$ cat config.mk
export PLATFORM = sky130hd
export DESIGN_NAME = cid_indicator_select
export DESIGN_NICKNAME = d
export VERILOG_FILES = /design/src/verilog/cid_pkg.sv /design/src/verilog/cid_indicator_select.sv
export VERILOG_INCLUDE_DIRS = /design/src /design/src/verilog
export SDC_FILE = /design/constraint.sdc
export NUM_CORES = 1
export LEC_CHECK = 0
export BUFFER_PORTS_ARGS = -buffer_cell sky130_fd_sc_hd__buf_2
export CAP_MARGIN = 5
export CORE_MARGIN = 5
export CORE_UTILIZATION = 46
export DETAILED_ROUTE_END_ITERATION = 7
export PLACE_DENSITY = 0.89
export SLEW_MARGIN = 20
export SYNTH_ARGS = -nofsm -noshare
export SYNTH_HDL_FRONTEND = slang
export SYNTH_SLANG_ARGS = --single-unit
$ cat constraint.sdc
create_clock -name CLK -period 2.5 [get_ports CLK]
set_input_delay 0.125 -clock CLK [delete_from_list [all_inputs] [get_ports CLK]]
set_output_delay 0.125 -clock CLK [all_outputs]
set_load 0.01 [all_outputs]
$ cat src/verilog/cid_defines.svh
// constants for the console indicator display selector
`ifndef CID_DEFINES_SVH
`define CID_DEFINES_SVH

// ----------------------------------------
// lamp word geometry
// ----------------------------------------
`define CID_LAMP_W       12
`define CID_LAMPS_RST    12'h000
`define CID_POS_W        3
`define CID_SW_RST       1'h0

// ----------------------------------------
// selector knob codes on the pins
// ----------------------------------------
`define CID_SEL_BUS      3'h0
`define CID_SEL_MQ       3'h1
`define CID_SEL_MD       3'h2
`define CID_SEL_AC       3'h3
`define CID_SEL_STATUS   3'h4
`define CID_SEL_STATE    3'h5
`define CID_SEL_RST      3'h0

// ----------------------------------------
// status word lamp positions
// ----------------------------------------
`define CID_ST_LINK      0
`define CID_ST_GTF       1
`define CID_ST_IRQ       2
`define CID_ST_INH       3
`define CID_ST_IEN       4
`define CID_ST_USER      5
`define CID_ST_IF_LO     6
`define CID_ST_IF_HI     8
`define CID_ST_DF_LO     9
`define CID_ST_DF_HI     11

// ----------------------------------------
// state word lamp positions
// ----------------------------------------
`define CID_SA_FETCH     0
`define CID_SA_DEFER     1
`define CID_SA_EXEC      2
`define CID_SA_IR_LO     3
`define CID_SA_IR_HI     5
`define CID_SA_MDDIR     6
`define CID_SA_BDC       7
`define CID_SA_SW        8
`define CID_SA_PIO       9
`define CID_SA_BIP       10
`define CID_SA_BCYC      11

`endif

$ cat src/verilog/cid_pkg.sv
// types shared by the console indicator display selector
package cid_pkg;

	// ----------------------------------------
	// knob positions, plus dark for unused codes
	// ----------------------------------------
	typedef enum logic [2:0] {
		CID_POS_BUS,
		CID_POS_MQ,
		CID_POS_MD,
		CID_POS_AC,
		CID_POS_STATUS,
		CID_POS_STATE,
		CID_POS_DARK
	} cid_pos_e;

	// processor status sources
	typedef struct packed {
		logic       link;               // link bit
		logic       greater_than_flag;  // greater-than flag
		logic       irq_line;           // interrupt request line
		logic       int_inhibit;        // software interrupt block
		logic       int_enable;         // interrupt enable flip-flop
		logic       user_mode;          // user mode line
		logic [2:0] instr_field;        // instruction field register
		logic [2:0] data_field;         // data field register
	} cid_status_s;

	// machine state sources
	typedef struct packed {
		logic       fetch;                  // fetch major state
		logic       defer;                  // defer major state
		logic       execute;                // execute major state
		logic [2:0] instr_reg;              // instruction register
		logic       memory_data_direction;  // memory data direction line
		logic       break_data_continue;    // break data continue line
		logic       pause_io;               // i/o pause line
		logic       break_in_progress;      // break in progress line
		logic       break_cycle;            // break cycle line
	} cid_state_s;

	typedef logic [11:0] cid_word_t;

endpackage : cid_pkg

$ cat src/verilog/cid_indicator_select.sv
// console indicator display selector: knob, sense line and lamp word
`timescale 1ns/1ps
`default_nettype none
`include "cid_defines.svh"

module cid_indicator_select (
	input  wire logic               CLK,                      // 10 mhz processor clock
	input  wire logic               RESET,                    // async reset, active high
	input  wire logic [2:0]         SELECTOR,                 // knob code from panel pins
	input  wire logic               SENSE_SWITCH,             // sense switch pin, up is high
	input  wire cid_pkg::cid_word_t BUS_DATA,                 // data gating lines
	input  wire cid_pkg::cid_word_t MULTIPLIER_QUOTIENT_REG,  // multiplier-quotient register
	input  wire cid_pkg::cid_word_t MEMORY_BUFFER_REG,        // memory buffer register
	input  wire cid_pkg::cid_word_t ACCUMULATOR_REG,          // accumulator
	input  wire cid_pkg::cid_status_s STATUS_IN,              // status sources
	input  wire cid_pkg::cid_state_s  STATE_IN,               // machine state sources
	output logic                    SENSE_SWITCH_LINE,        // sense-switch bus line
	output cid_pkg::cid_pos_e       SELECTED_POS,             // accepted knob position
	output cid_pkg::cid_word_t      LAMPS                     // twelve lamp drivers
);
	import cid_pkg::*;

	// ----------------------------------------
	// pin synchronisers
	// ----------------------------------------
	logic [2:0] sel_s1;       // first stage, read only by sel_s2
	logic [2:0] sel_s2;       // second stage
	logic [2:0] sel_s3;       // third stage
	logic       sw_s1;        // first stage, read only by sw_s2
	logic       sw_s2;        // second stage
	logic       sw_s3;        // third stage
	cid_pos_e   next_pos;     // decoded knob code
	cid_word_t  next_lamps;   // lamp word before the register
	cid_word_t  status_word;  // packed status word
	cid_word_t  state_word;   // packed machine state word

	// knob code to position; codes past the sixth leave lamps dark
	function automatic cid_pos_e decode_pos(input logic [2:0] code);
		cid_pos_e p;
		p = CID_POS_DARK;
		unique case (code)
			`CID_SEL_BUS:    p = CID_POS_BUS;
			`CID_SEL_MQ:     p = CID_POS_MQ;
			`CID_SEL_MD:     p = CID_POS_MD;
			`CID_SEL_AC:     p = CID_POS_AC;
			`CID_SEL_STATUS: p = CID_POS_STATUS;
			`CID_SEL_STATE:  p = CID_POS_STATE;
			default:         p = CID_POS_DARK; // between detents
		endcase
		return p;
	endfunction : decode_pos

	// packs the processor status lamps
	function automatic cid_word_t pack_status(input cid_status_s s);
		cid_word_t w;
		w = `CID_LAMPS_RST;
		w[`CID_ST_LINK] = s.link;
		w[`CID_ST_GTF]  = s.greater_than_flag;
		w[`CID_ST_IRQ]  = s.irq_line;
		w[`CID_ST_INH]  = s.int_inhibit;
		w[`CID_ST_IEN]  = s.int_enable;
		w[`CID_ST_USER] = s.user_mode;
		w[`CID_ST_IF_HI:`CID_ST_IF_LO] = s.instr_field;
		w[`CID_ST_DF_HI:`CID_ST_DF_LO] = s.data_field;
		return w;
	endfunction : pack_status

	// packs the machine state lamps; sense bit comes from our own line
	function automatic cid_word_t pack_state(input cid_state_s s, input logic sw);
		cid_word_t w;
		w = `CID_LAMPS_RST;
		w[`CID_SA_FETCH] = s.fetch;
		w[`CID_SA_DEFER] = s.defer;
		w[`CID_SA_EXEC]  = s.execute;
		w[`CID_SA_IR_HI:`CID_SA_IR_LO] = s.instr_reg;
		w[`CID_SA_MDDIR] = s.memory_data_direction;
		w[`CID_SA_BDC]   = s.break_data_continue;
		w[`CID_SA_SW]    = sw;
		w[`CID_SA_PIO]   = s.pause_io;
		w[`CID_SA_BIP]   = s.break_in_progress;
		w[`CID_SA_BCYC]  = s.break_cycle;
		return w;
	endfunction : pack_state

	// ----------------------------------------
	// knob input
	// ----------------------------------------
	// three stages; the knob is mechanical, so a half-seen code is held off
	always_ff @(posedge CLK or posedge RESET) begin
		if (RESET) begin
			sel_s1 <= `CID_SEL_RST;
			sel_s2 <= `CID_SEL_RST;
			sel_s3 <= `CID_SEL_RST;
		end else begin
			sel_s1 <= SELECTOR;
			sel_s2 <= sel_s1;
			sel_s3 <= sel_s2;
		end
	end

	assign next_pos = decode_pos(sel_s3);

	// position is accepted only when stages two and three agree
	always_ff @(posedge CLK or posedge RESET) begin
		if (RESET) begin
			SELECTED_POS <= CID_POS_BUS;
		end else if (sel_s2 == sel_s3) begin
			SELECTED_POS <= next_pos;
		end
	end

	// ----------------------------------------
	// sense switch
	// ----------------------------------------
	always_ff @(posedge CLK or posedge RESET) begin
		if (RESET) begin
			sw_s1 <= `CID_SW_RST;
			sw_s2 <= `CID_SW_RST;
			sw_s3 <= `CID_SW_RST;
		end else begin
			sw_s1 <= SENSE_SWITCH;
			sw_s2 <= sw_s1;
			sw_s3 <= sw_s2;
		end
	end

	// switch up drives the line high, down drives it low
	always_ff @(posedge CLK or posedge RESET) begin
		if (RESET) begin
			SENSE_SWITCH_LINE <= `CID_SW_RST;
		end else if (sw_s2 == sw_s3) begin
			SENSE_SWITCH_LINE <= sw_s3;
		end
	end

	// ----------------------------------------
	// lamp word
	// ----------------------------------------
	assign status_word = pack_status(STATUS_IN);
	assign state_word  = pack_state(STATE_IN, SENSE_SWITCH_LINE);

	// source mux; state word only reaches lamps in the state position
	always_comb begin
		next_lamps = `CID_LAMPS_RST;
		unique case (SELECTED_POS)
			CID_POS_BUS:    next_lamps = BUS_DATA;
			CID_POS_MQ:     next_lamps = MULTIPLIER_QUOTIENT_REG;
			CID_POS_MD:     next_lamps = MEMORY_BUFFER_REG;
			CID_POS_AC:     next_lamps = ACCUMULATOR_REG;
			CID_POS_STATUS: next_lamps = status_word;
			CID_POS_STATE:  next_lamps = state_word;
			CID_POS_DARK:   next_lamps = `CID_LAMPS_RST;          // knob between detents
		endcase
	end

	// one register stage so lamps never see mux glitches; costs one cycle
	always_ff @(posedge CLK or posedge RESET) begin
		if (RESET) begin
			LAMPS <= `CID_LAMPS_RST;
		end else begin
			LAMPS <= next_lamps;
		end
	end
endmodule : cid_indicator_select
`default_nettype wire

### Word-level counts from Yosys, hierarchy flattened

Index checks and enable logic that the tools add are counted.

| storage, ports and cells | value |
|---|---|
| output and inout port bits | 16 |
| logic and storage cells | 26 |
| flip-flop bits (word level) | 28 |

| operators by class | value |
|---|---|
| reductions and logical operators | 2 |
| equal/unequal tests | 13 |
| multiplexer cells | 2 |

Operators by type and width:

| operator | number |
|---|---|
| $pmux W12 S7 | 1 |
| $pmux W3 S6 | 1 |
| $eq A3 B3 Y1 const B | 5 |
| $eq A3 B2 Y1 const B | 4 |
| $eq A3 B1 Y1 const B | 2 |
| $logic_not A3 Y1 | 2 |
| $eq A3 B3 Y1 | 1 |
| $eq A1 B1 Y1 | 1 |

### Depth between registers and ports, before layout

Gate-level depths: netlist (run 1).

| depth | value |
|---|---|
| word-level depth | 2 |
| depth in mapped cells | 6 |
| mapped depth without buffers | 4 |

### Least setup slack after synthesis (run 1)

No wires, ideal clock.

| timing path | value |
|---|---|
| path type | flip-flop to flip-flop |
| start point | register SELECTED_POS[2] |
| end point | register LAMPS[11] |
| cell stages (with the launch flop) | 7 |
| path slack | 1201 ps |
| period minus slack after synthesis | 1299 ps |
| buffers on the path | 2 |
| arrival time | 1173 ps |
| data required time | 2374 ps |
| cell sequence | dfrtp_1 buf_6 buf_6 nor3_2 a21oi_2 o22ai_1 a21oi_1 |

| on the way | value |
|---|---|
| longest elaborated chain between the ends | 2 |
| elaborated cells on any way between the ends | 8 |
| those cells by class | eq/ne (6); mux (1); reduce/logical (1) |

Ends and longest elaborated chain:

| element | line | source |
|---|---|---|
| start, declared | cid_indicator_select.sv:18 | `output cid_pkg::cid_pos_e SELECTED_POS,` |
| start signal, assigned | cid_indicator_select.sv:108 | `SELECTED_POS <= next_pos;` |
| $eq A3 B3 Y1, or another cell as far along | cid_indicator_select.sv:145 | `unique case (SELECTED_POS)` |
| $pmux W12 S7 * | cid_indicator_select.sv:145 |  |
| net next_lamps[11] | cid_indicator_select.sv:33 | `cid_word_t next_lamps;` |
| end signal, assigned | cid_indicator_select.sv:159 | `` LAMPS <= `CID_LAMPS_RST; `` |
| end signal, assigned | cid_indicator_select.sv:161 | `LAMPS <= next_lamps;` |
| end, declared | cid_indicator_select.sv:19 | `output cid_pkg::cid_word_t LAMPS` |

The timed path passes the listed nets; every way through them passes the cells marked *.
A chain may end at the register's enable or synchronous reset.

### Worst setup path after layout (run 1)

| timing path | value |
|---|---|
| start point | register SELECTED_POS[1] |
| end point | register LAMPS[4] |

Same word-level chain as after synthesis.

==> metrics.log, run 1 <==
INFO  metric ordered_list_of_cells_on_the_worst_path = nor3_2, a21oi_2, o22ai_1, a21oi_1
INFO  metric first_pass_iteration_count_of_the_detailed_router = 4
INFO  metric syn_area = 0.00151 mm^2
INFO  metric worst_path_max_delay_cell = sky130_fd_sc_hd__dfrtp_1
INFO  metric final_layout_size_suffix_gt1_frac = 0.442
INFO  metric ys_seq_elements = 28
INFO  metric required = 2.77 ns
INFO  metric post-route-util = 0.668
INFO  metric synth_enable_flop_cells = 0
INFO  metric total_leakage_power = 1.07 nW
INFO  metric gp_congestion = 0.727
INFO  metric first_global_vias = 1417
INFO  metric cp_startpoint_kind = register
INFO  metric synth_top_cells_by_area = sky130_fd_sc_hd__dfrtp_1 (47%), sky130_fd_sc_hd__a21oi_1 (8.0%), sky130_fd_sc_hd__o221ai_1 (4.7%), sky130_fd_sc_hd__inv_1 (4.5%), sky130_fd_sc_hd__a22oi_1 (4.0%)
INFO  metric timing.hold.worst.class = in -> reg
INFO  metric powerDensity = 684 mW/mm^2
INFO  metric clock-skew-final = 0.00628 ns
INFO  metric cts_inserted_buffers = 3
INFO  metric total_length_of_routed_met3_wires = 426 um
INFO  metric synth_async_sr_flop_share = 1.00
INFO  metric drt_iter0_markers = 105
INFO  metric timing.fmax = 543 MHz
INFO  metric die_x = 67.2 um
INFO  metric r2r_cells = 4
INFO  metric grt.overflow.total = 0
INFO  metric post_cts.repair.setup_buffers = 0
INFO  metric grt_max_degree = 33
INFO  metric grt_antenna_before_repair = 0
INFO  metric post_synth_inst_count = 154
INFO  metric clk_pin_slew = 0.15 ns
INFO  metric crit_path_start = SELECTED_POS[1]$_DFFE_PP0N_
INFO  metric worst_rel_slew_slack = 0.316
INFO  metric finalNetCount = 327
INFO  metric initial_utilization = 0.485
INFO  metric synth_warnings = 0
INFO  metric r2r_start = SELECTED_POS[1]$_DFFE_PP0N_
INFO  metric top_level_ports = 93
INFO  metric synthesis_to_finish_area_growth = 37.7%
INFO  metric met2_wirelength = 2160 um
INFO  metric ant_nets = 0
INFO  metric grt_pass1_wl = 6110 um
INFO  metric syn-num-nets = 231
INFO  metric min-delay-start = BUS_DATA[9]
INFO  metric detailed_place.area = 0.00196 mm^2
INFO  metric status = finished, final reports clean
INFO  metric post-synth-top-count-cell = sky130_fd_sc_hd__dfrtp_1
INFO  metric routed_wire_length_per_instance = 14.3 um
INFO  metric timing_worst_slew_pin_value = 1.03 ns
INFO  metric die_h = 67.2 um
INFO  metric max_stage_delay = 1.05 ns
INFO  metric route.top_layer_used = met4
INFO  metric setup_violations = 0
INFO  metric maxCapViolations = 0
INFO  metric dominantRegCellSynth = sky130_fd_sc_hd__dfrtp_1
INFO  metric cp-end-kind = register
INFO  metric report.final.hold_viol_count = 0
INFO  metric via_total_after_detailed_routing = 1498
INFO  metric die_area = 0.00452 mm^2
INFO  metric core_area = 0.00310 mm^2
INFO  metric syn_area_per_cell = 9.77 um^2
INFO  metric root_buffer = sky130_fd_sc_hd__clkbuf_4
INFO  metric io_buffer_count = 92
INFO  metric fillCellCount = 279
INFO  metric finalInstanceArea = 0.00207 mm^2
INFO  metric final_max_slew_viol_count = 0
INFO  metric tritoncts = done
INFO  metric timing.hold.worst_path_depth = 3
INFO  metric routedLengthMet1 = 1550 um
INFO  metric fin_crit = 1.84 ns
INFO  metric crit_arrival = 2.11 ns
INFO  metric htree_levels = 1
INFO  metric crit_buf_inv = 0
INFO  metric netlist.top_cell.by_area = sky130_fd_sc_hd__dfrtp_1
INFO  metric cp_num_cells = 4
INFO  metric vdd.ir_drop.worst = 0.370 mV
INFO  metric synthDominantCellAreaShare = 0.466
INFO  metric std_cell_rows = 20
INFO  metric yosys.cell_types.count = 33
INFO  metric setup.worst_path.class = reg -> reg
INFO  metric cts.sink_count = 28
INFO  metric route.final.wire_length = 4190 um
INFO  metric synth_commonest_cells = sky130_fd_sc_hd__dfrtp_1 (28), sky130_fd_sc_hd__a21oi_1 (24), sky130_fd_sc_hd__inv_1 (18), sky130_fd_sc_hd__nor2_1 (9), sky130_fd_sc_hd__o21ai_1 (9)
INFO  metric via_per_inst = 5.11
INFO  metric synth_sequential_area_ratio = 0.466
INFO  metric track_usage = 0.180
INFO  metric setup_repair_after_global_routing_missed_its_margin = false
INFO  metric fin_setup_tns = 0 ns
INFO  metric insertedDiodeCount = 0
INFO  metric hpwl = 3130 um
INFO  metric detail_route.drc_violations = 0
INFO  metric critical_path_peak_fanout = 32
INFO  metric cts_buffer_depth = 2
INFO  metric clock_insertion_delay_worst_skew = 0.34 ns
INFO  metric timing.final.crit_share = 0.737
INFO  metric cp_top_family = flip-flops
[cells in the final DEF, fill, tap and decap left out, drive strengths merged]
| master | instances |
|---|---|
| a21o | 1 |
| a21oi | 25 |
| a22oi | 8 |
| a32o | 1 |
| and2 | 1 |
| and3 | 1 |
| buf | 94 |
| bufinv | 1 |
| clkbuf | 3 |
| clkinv | 1 |
| dfrtp | 28 |
| dlygate4sd3 | 6 |
| inv | 18 |
| maj3 | 1 |
| mux2 | 5 |
| mux2i | 1 |
| nand2 | 1 |
| nand2b | 5 |
| nor2 | 12 |
| nor2b | 5 |
| nor3 | 1 |
| nor3b | 1 |
| o21ai | 10 |
| o221ai | 8 |
| o22ai | 8 |
| or2b | 1 |
| xor2 | 2 |
[through the flow]
| stage | total power, mW | std cells | hold WS [ns] | worst slack, ns |
|---|---|---|---|---|
| floorplan | 0.951 | 154 | 0.156 | 1.20 |
| global placement | 1.11 | 283 | 0.198 | 0.792 |
| detailed placement | 1.12 | 283 | 0.207 | 0.725 |
| CTS | 1.43 | 292 | 0.0193 | 0.690 |
| global route | 1.52 | 293 | 0.0117 | 0.486 |
| finish | 1.42 | 293 | 0.0250 | 0.658 |
[worst paths after layout]
kind,endpoint,slack [ns]
worst max-delay path,LAMPS[4]$_DFF_PP0_,0.66
min in group asynchronous,sw_s2$_DFF_PP0_,0.36
worst min-delay path,LAMPS[9]$_DFF_PP0_,0.03
max in group asynchronous,sel_s3[0]$_DFF_PP0_,1.87
worst max register to register,LAMPS[4]$_DFF_PP0_,0.66
worst min register to register,sel_s2[0]$_DFF_PP0_,0.37
[where the power goes]
part	leakage (nW)	internal, mW	switching, mW
Sequential	0.333	0.544	0.105
Combinational	0.707	0.229	0.243
Clock	0.0279	0.162	0.137
[timing repair]
| item | CTS | global route |
|---|---|---|
| hold buffers | 5 | 1 |
| resized for setup | 0 | 0 |
| endpoints found under the hold margin | 32 | 1 |
[cells by family after synthesis]
group	count (synthesis)	share of synthesized area
AO/OA/AOI/OAI	61	0.250
XOR/XNOR	2	0.0116
adder cells (fa/ha/maj)	1	0.00665
buffers and inverters	28	0.0972
flip-flops	28	0.466
AND/OR/NAND/NOR	28	0.125
multiplexers	6	0.0441
[metal layers]
| layer | GRT usage | up-vias |
|---|---|---|
| met2 | 0.336 | 60 |
| met5 | 0 | - |
| li1 | - | 734 |
| met3 | 0.0449 | 5 |
| met4 | 0.0608 | 0 |
| met1 | 0.197 | 699 |
[worst register-to-register path, stage by stage (launching register included)]
cell	delay [ns]
sky130_fd_sc_hd__dfrtp_1	1.05
sky130_fd_sc_hd__nor3_2	0.18
sky130_fd_sc_hd__a21oi_2	0.25
sky130_fd_sc_hd__o22ai_1	0.13
sky130_fd_sc_hd__a21oi_1	0.17
[layout make-up]
| cell class | instances | area, um^2 | area share |
|---|---|---|---|
| flip-flops and latches | 28 | 701 | 0.338 |
| multi-input cells | 98 | 658 | 0.317 |
| repair buffers | 100 | 536 | 0.258 |
| inverters | 19 | 71.3 | 0.0344 |
| well taps | 44 | 55.1 | 0.0266 |
| clock inverters | 1 | 30.0 | 0.0145 |
| clock buffers | 3 | 22.5 | 0.0109 |
[state kept, by name, summed over array words and instances (netlist names)]
signal,cells
sel_s2,3
sel_s3,3
SENSE_SWITCH_LINE,1
sw_s3,1
SELECTED_POS,3
LAMPS,12
sw_s2,1
sw_s1,1
sel_s1,3
Power figures use the tool's default switching activity.
==> inputs of run 2 (changes only) <==
Settings changed: CORE_UTILIZATION 46 to 43, PLACE_DENSITY 0.89 to 0.84.
Clock period 2.5 ns to 1.8 ns, I/O delays scaled along.
==> run 2 against run 1 <==
Sequential share of layout area fell by 1.1 points. Global-route usage fell by 1.0 points. Critical path type unchanged. Register-to-register slack got worse by 0.51 ns. Count of clock-buffer cells in the layout did not move. Total power rose by 42%. Via count rose by 3.9%. Largest power group unchanged. Worst setup slack got worse by 0.51 ns. First-iteration DRC count fell by 18%.
==> metrics.log, run 2 (synthesized netlist as in run 1, its figures left out) <==
INFO  metric fin_setup_tns = 0 ns
INFO  metric track_usage = 0.170
INFO  metric clock-skew-final = 0.00606 ns
INFO  metric tritoncts = done
INFO  metric post_cts.repair.setup_buffers = 0
INFO  metric initial_utilization = 0.448
INFO  metric maxCapViolations = 0
INFO  metric cp_startpoint_kind = register
INFO  metric powerDensity = 937 mW/mm^2
INFO  metric timing.hold.worst.class = in -> reg
INFO  metric detail_route.drc_violations = 0
INFO  metric first_pass_iteration_count_of_the_detailed_router = 4
INFO  metric report.final.hold_viol_count = 0
INFO  metric fillCellCount = 297
INFO  metric drt_iter0_markers = 86
INFO  metric cp_top_family = flip-flops
INFO  metric power.internal = 1.33 mW
INFO  metric largest_reg_flops = 12
INFO  metric share_clk_of_total_power = 0.205
INFO  metric timing.final.crit_share = 0.916
INFO  metric grt_max_degree = 29
INFO  metric total_leakage_power = 1.10 nW
INFO  metric grt_pass1_wl = 6760 um
INFO  metric timing.fmax = 607 MHz
INFO  metric required = 2.05 ns
INFO  metric finalNetCount = 335
INFO  metric cts.sink_count = 28
INFO  metric top_level_ports = 93
INFO  metric htree_levels = 1
INFO  metric hpwl = 3220 um
INFO  metric cts_buffer_depth = 2
INFO  metric via_per_inst = 5.14
INFO  metric die_area = 0.00478 mm^2
INFO  metric p_sw_frac = 0.338
INFO  metric p_total = 2.01 mW
INFO  metric crit_arrival = 1.90 ns
INFO  metric share_comb_of_total_power = 0.370
INFO  metric die_h = 69.2 um
INFO  metric vdd.ir_drop.worst = 0.451 mV
INFO  metric timing_worst_slew_pin_value = 0.550 ns
INFO  metric grt.overflow.total = 0
INFO  metric ant_nets = 0
INFO  metric layout.cells.most_common = sky130_fd_sc_hd__buf_2
INFO  metric finalInstanceArea = 0.00215 mm^2
INFO  metric clock_insertion_delay_worst_skew = 0.33 ns
INFO  metric routed_wire_length_per_instance = 14.1 um
INFO  metric route.final.wire_length = 4260 um
INFO  metric synthesis_to_finish_area_growth = 42.6%
INFO  metric grt_antenna_before_repair = 0
INFO  metric cp-end-kind = register
INFO  metric final_max_slew_viol_count = 0
INFO  metric core_area = 0.00336 mm^2
INFO  metric via_total_after_detailed_routing = 1557
INFO  metric mostFrequentLayoutCells = sky130_fd_sc_hd__buf_2 (92), sky130_fd_sc_hd__dfrtp_1 (28), sky130_fd_sc_hd__a21oi_1 (24)
INFO  metric setup_repair_after_global_routing_missed_its_margin = false
INFO  metric crit_path_start = SELECTED_POS[0]$_DFFE_PP0N_
INFO  metric gp_congestion = 0.890
INFO  metric root_buffer = sky130_fd_sc_hd__clkbuf_4
INFO  metric final_layout_size_suffix_gt1_frac = 0.444
INFO  metric crit_buf_inv = 1
INFO  metric switching_power_of_the_nets = 0.681 mW
INFO  metric ordered_list_of_cells_on_the_worst_path = clkinv_1, nor2_4, a22oi_1, a21oi_1
INFO  metric first_global_vias = 1459
INFO  metric r2r_start = SELECTED_POS[0]$_DFFE_PP0N_
INFO  metric die_x = 69.2 um
INFO  metric max_stage_delay = 0.72 ns
INFO  metric fin_crit = 1.65 ns
INFO  metric clk_pin_slew = 0.15 ns
INFO  metric cts_inserted_buffers = 3
INFO  metric max_flop_register = LAMPS
INFO  metric status = finished, final reports clean
INFO  metric power.share.sequential = 0.425
INFO  metric worst_path_max_delay_cell = sky130_fd_sc_hd__dfrtp_1
INFO  metric detailed_place.area = 0.00199 mm^2
INFO  metric setup_violations = 0
INFO  metric setup.worst_path.class = reg -> reg
INFO  metric std_cell_rows = 21
INFO  metric insertedDiodeCount = 0
INFO  metric min-delay-start = BUS_DATA[0]
INFO  metric worst_rel_slew_slack = 0.633
INFO  metric critical_path_peak_fanout = 16
INFO  metric io_buffer_count = 92
INFO  metric reg2reg_slack = 0.15 ns
run 2: worst paths after layout:
check	to	cells after the start
min in group asynchronous	sw_s1$_DFF_PP0_	4
worst max-delay path	LAMPS[9]$_DFF_PP0_	4
worst min register to register	sel_s2[2]$_DFF_PP0_	0
max in group asynchronous	LAMPS[7]$_DFF_PP0_	4
worst max register to register	LAMPS[9]$_DFF_PP0_	4
worst min-delay path	LAMPS[0]$_DFF_PP0_	3
run 2: power groups by stage:
stage	sequential (mW)	combinational, mW	clock [mW]
after floorplan	0.891	0.429	0
after global placement	0.857	0.714	0
after detailed placement	0.867	0.727	0
after CTS	0.853	0.743	0.430
after global routing	0.874	0.811	0.459
final	0.855	0.743	0.413
run 2: through the flow:
step / hold slack [ns] / utilization / std cells / setup slack, ns
after global routing: 0.00959 / 0.638 / 303 / 0.106
after floorplan: 0.121 / - / 154 / 0.501
after global placement: 0.171 / 0.593 / 289 / 0.360
final: 0.0234 / 0.638 / 303 / 0.152
after CTS: 0.000110 / 0.635 / 302 / 0.179
after detailed placement: 0.174 / 0.593 / 289 / 0.221
run 2: worst register-to-register path, cell delays in order (launching register included):
cell and delay [ns]:
sky130_fd_sc_hd__dfrtp_1 0.72, sky130_fd_sc_hd__clkinv_1 0.25, sky130_fd_sc_hd__nor2_4 0.28, sky130_fd_sc_hd__a22oi_1 0.13, sky130_fd_sc_hd__a21oi_1 0.20
run 2: what timing repair did:
item,CTS,global route
setup endpoints to repair,0,0
resized for setup,0,0
hold buffers,9,1
endpoints found under the hold margin,36,1
run 2: cell type report:
type / instances / area (um^2) / area share
Clock buffer: 3 / 22.5 / 0.0105
Clock inverter: 1 / 30.0 / 0.0140
Inverter: 19 / 71.3 / 0.0332
Multi-Input combinational cell: 98 / 658 / 0.307
Sequential cell: 28 / 701 / 0.327
Tap cell: 46 / 57.6 / 0.0268
Timing Repair Buffer: 108 / 606 / 0.282
run 2: metal layers:
metal	GRT usage	wire length, um
met5	0	0
met1	0.203	1760
met2	0.301	2150
met3	0.0567	315
met4	0.0260	35
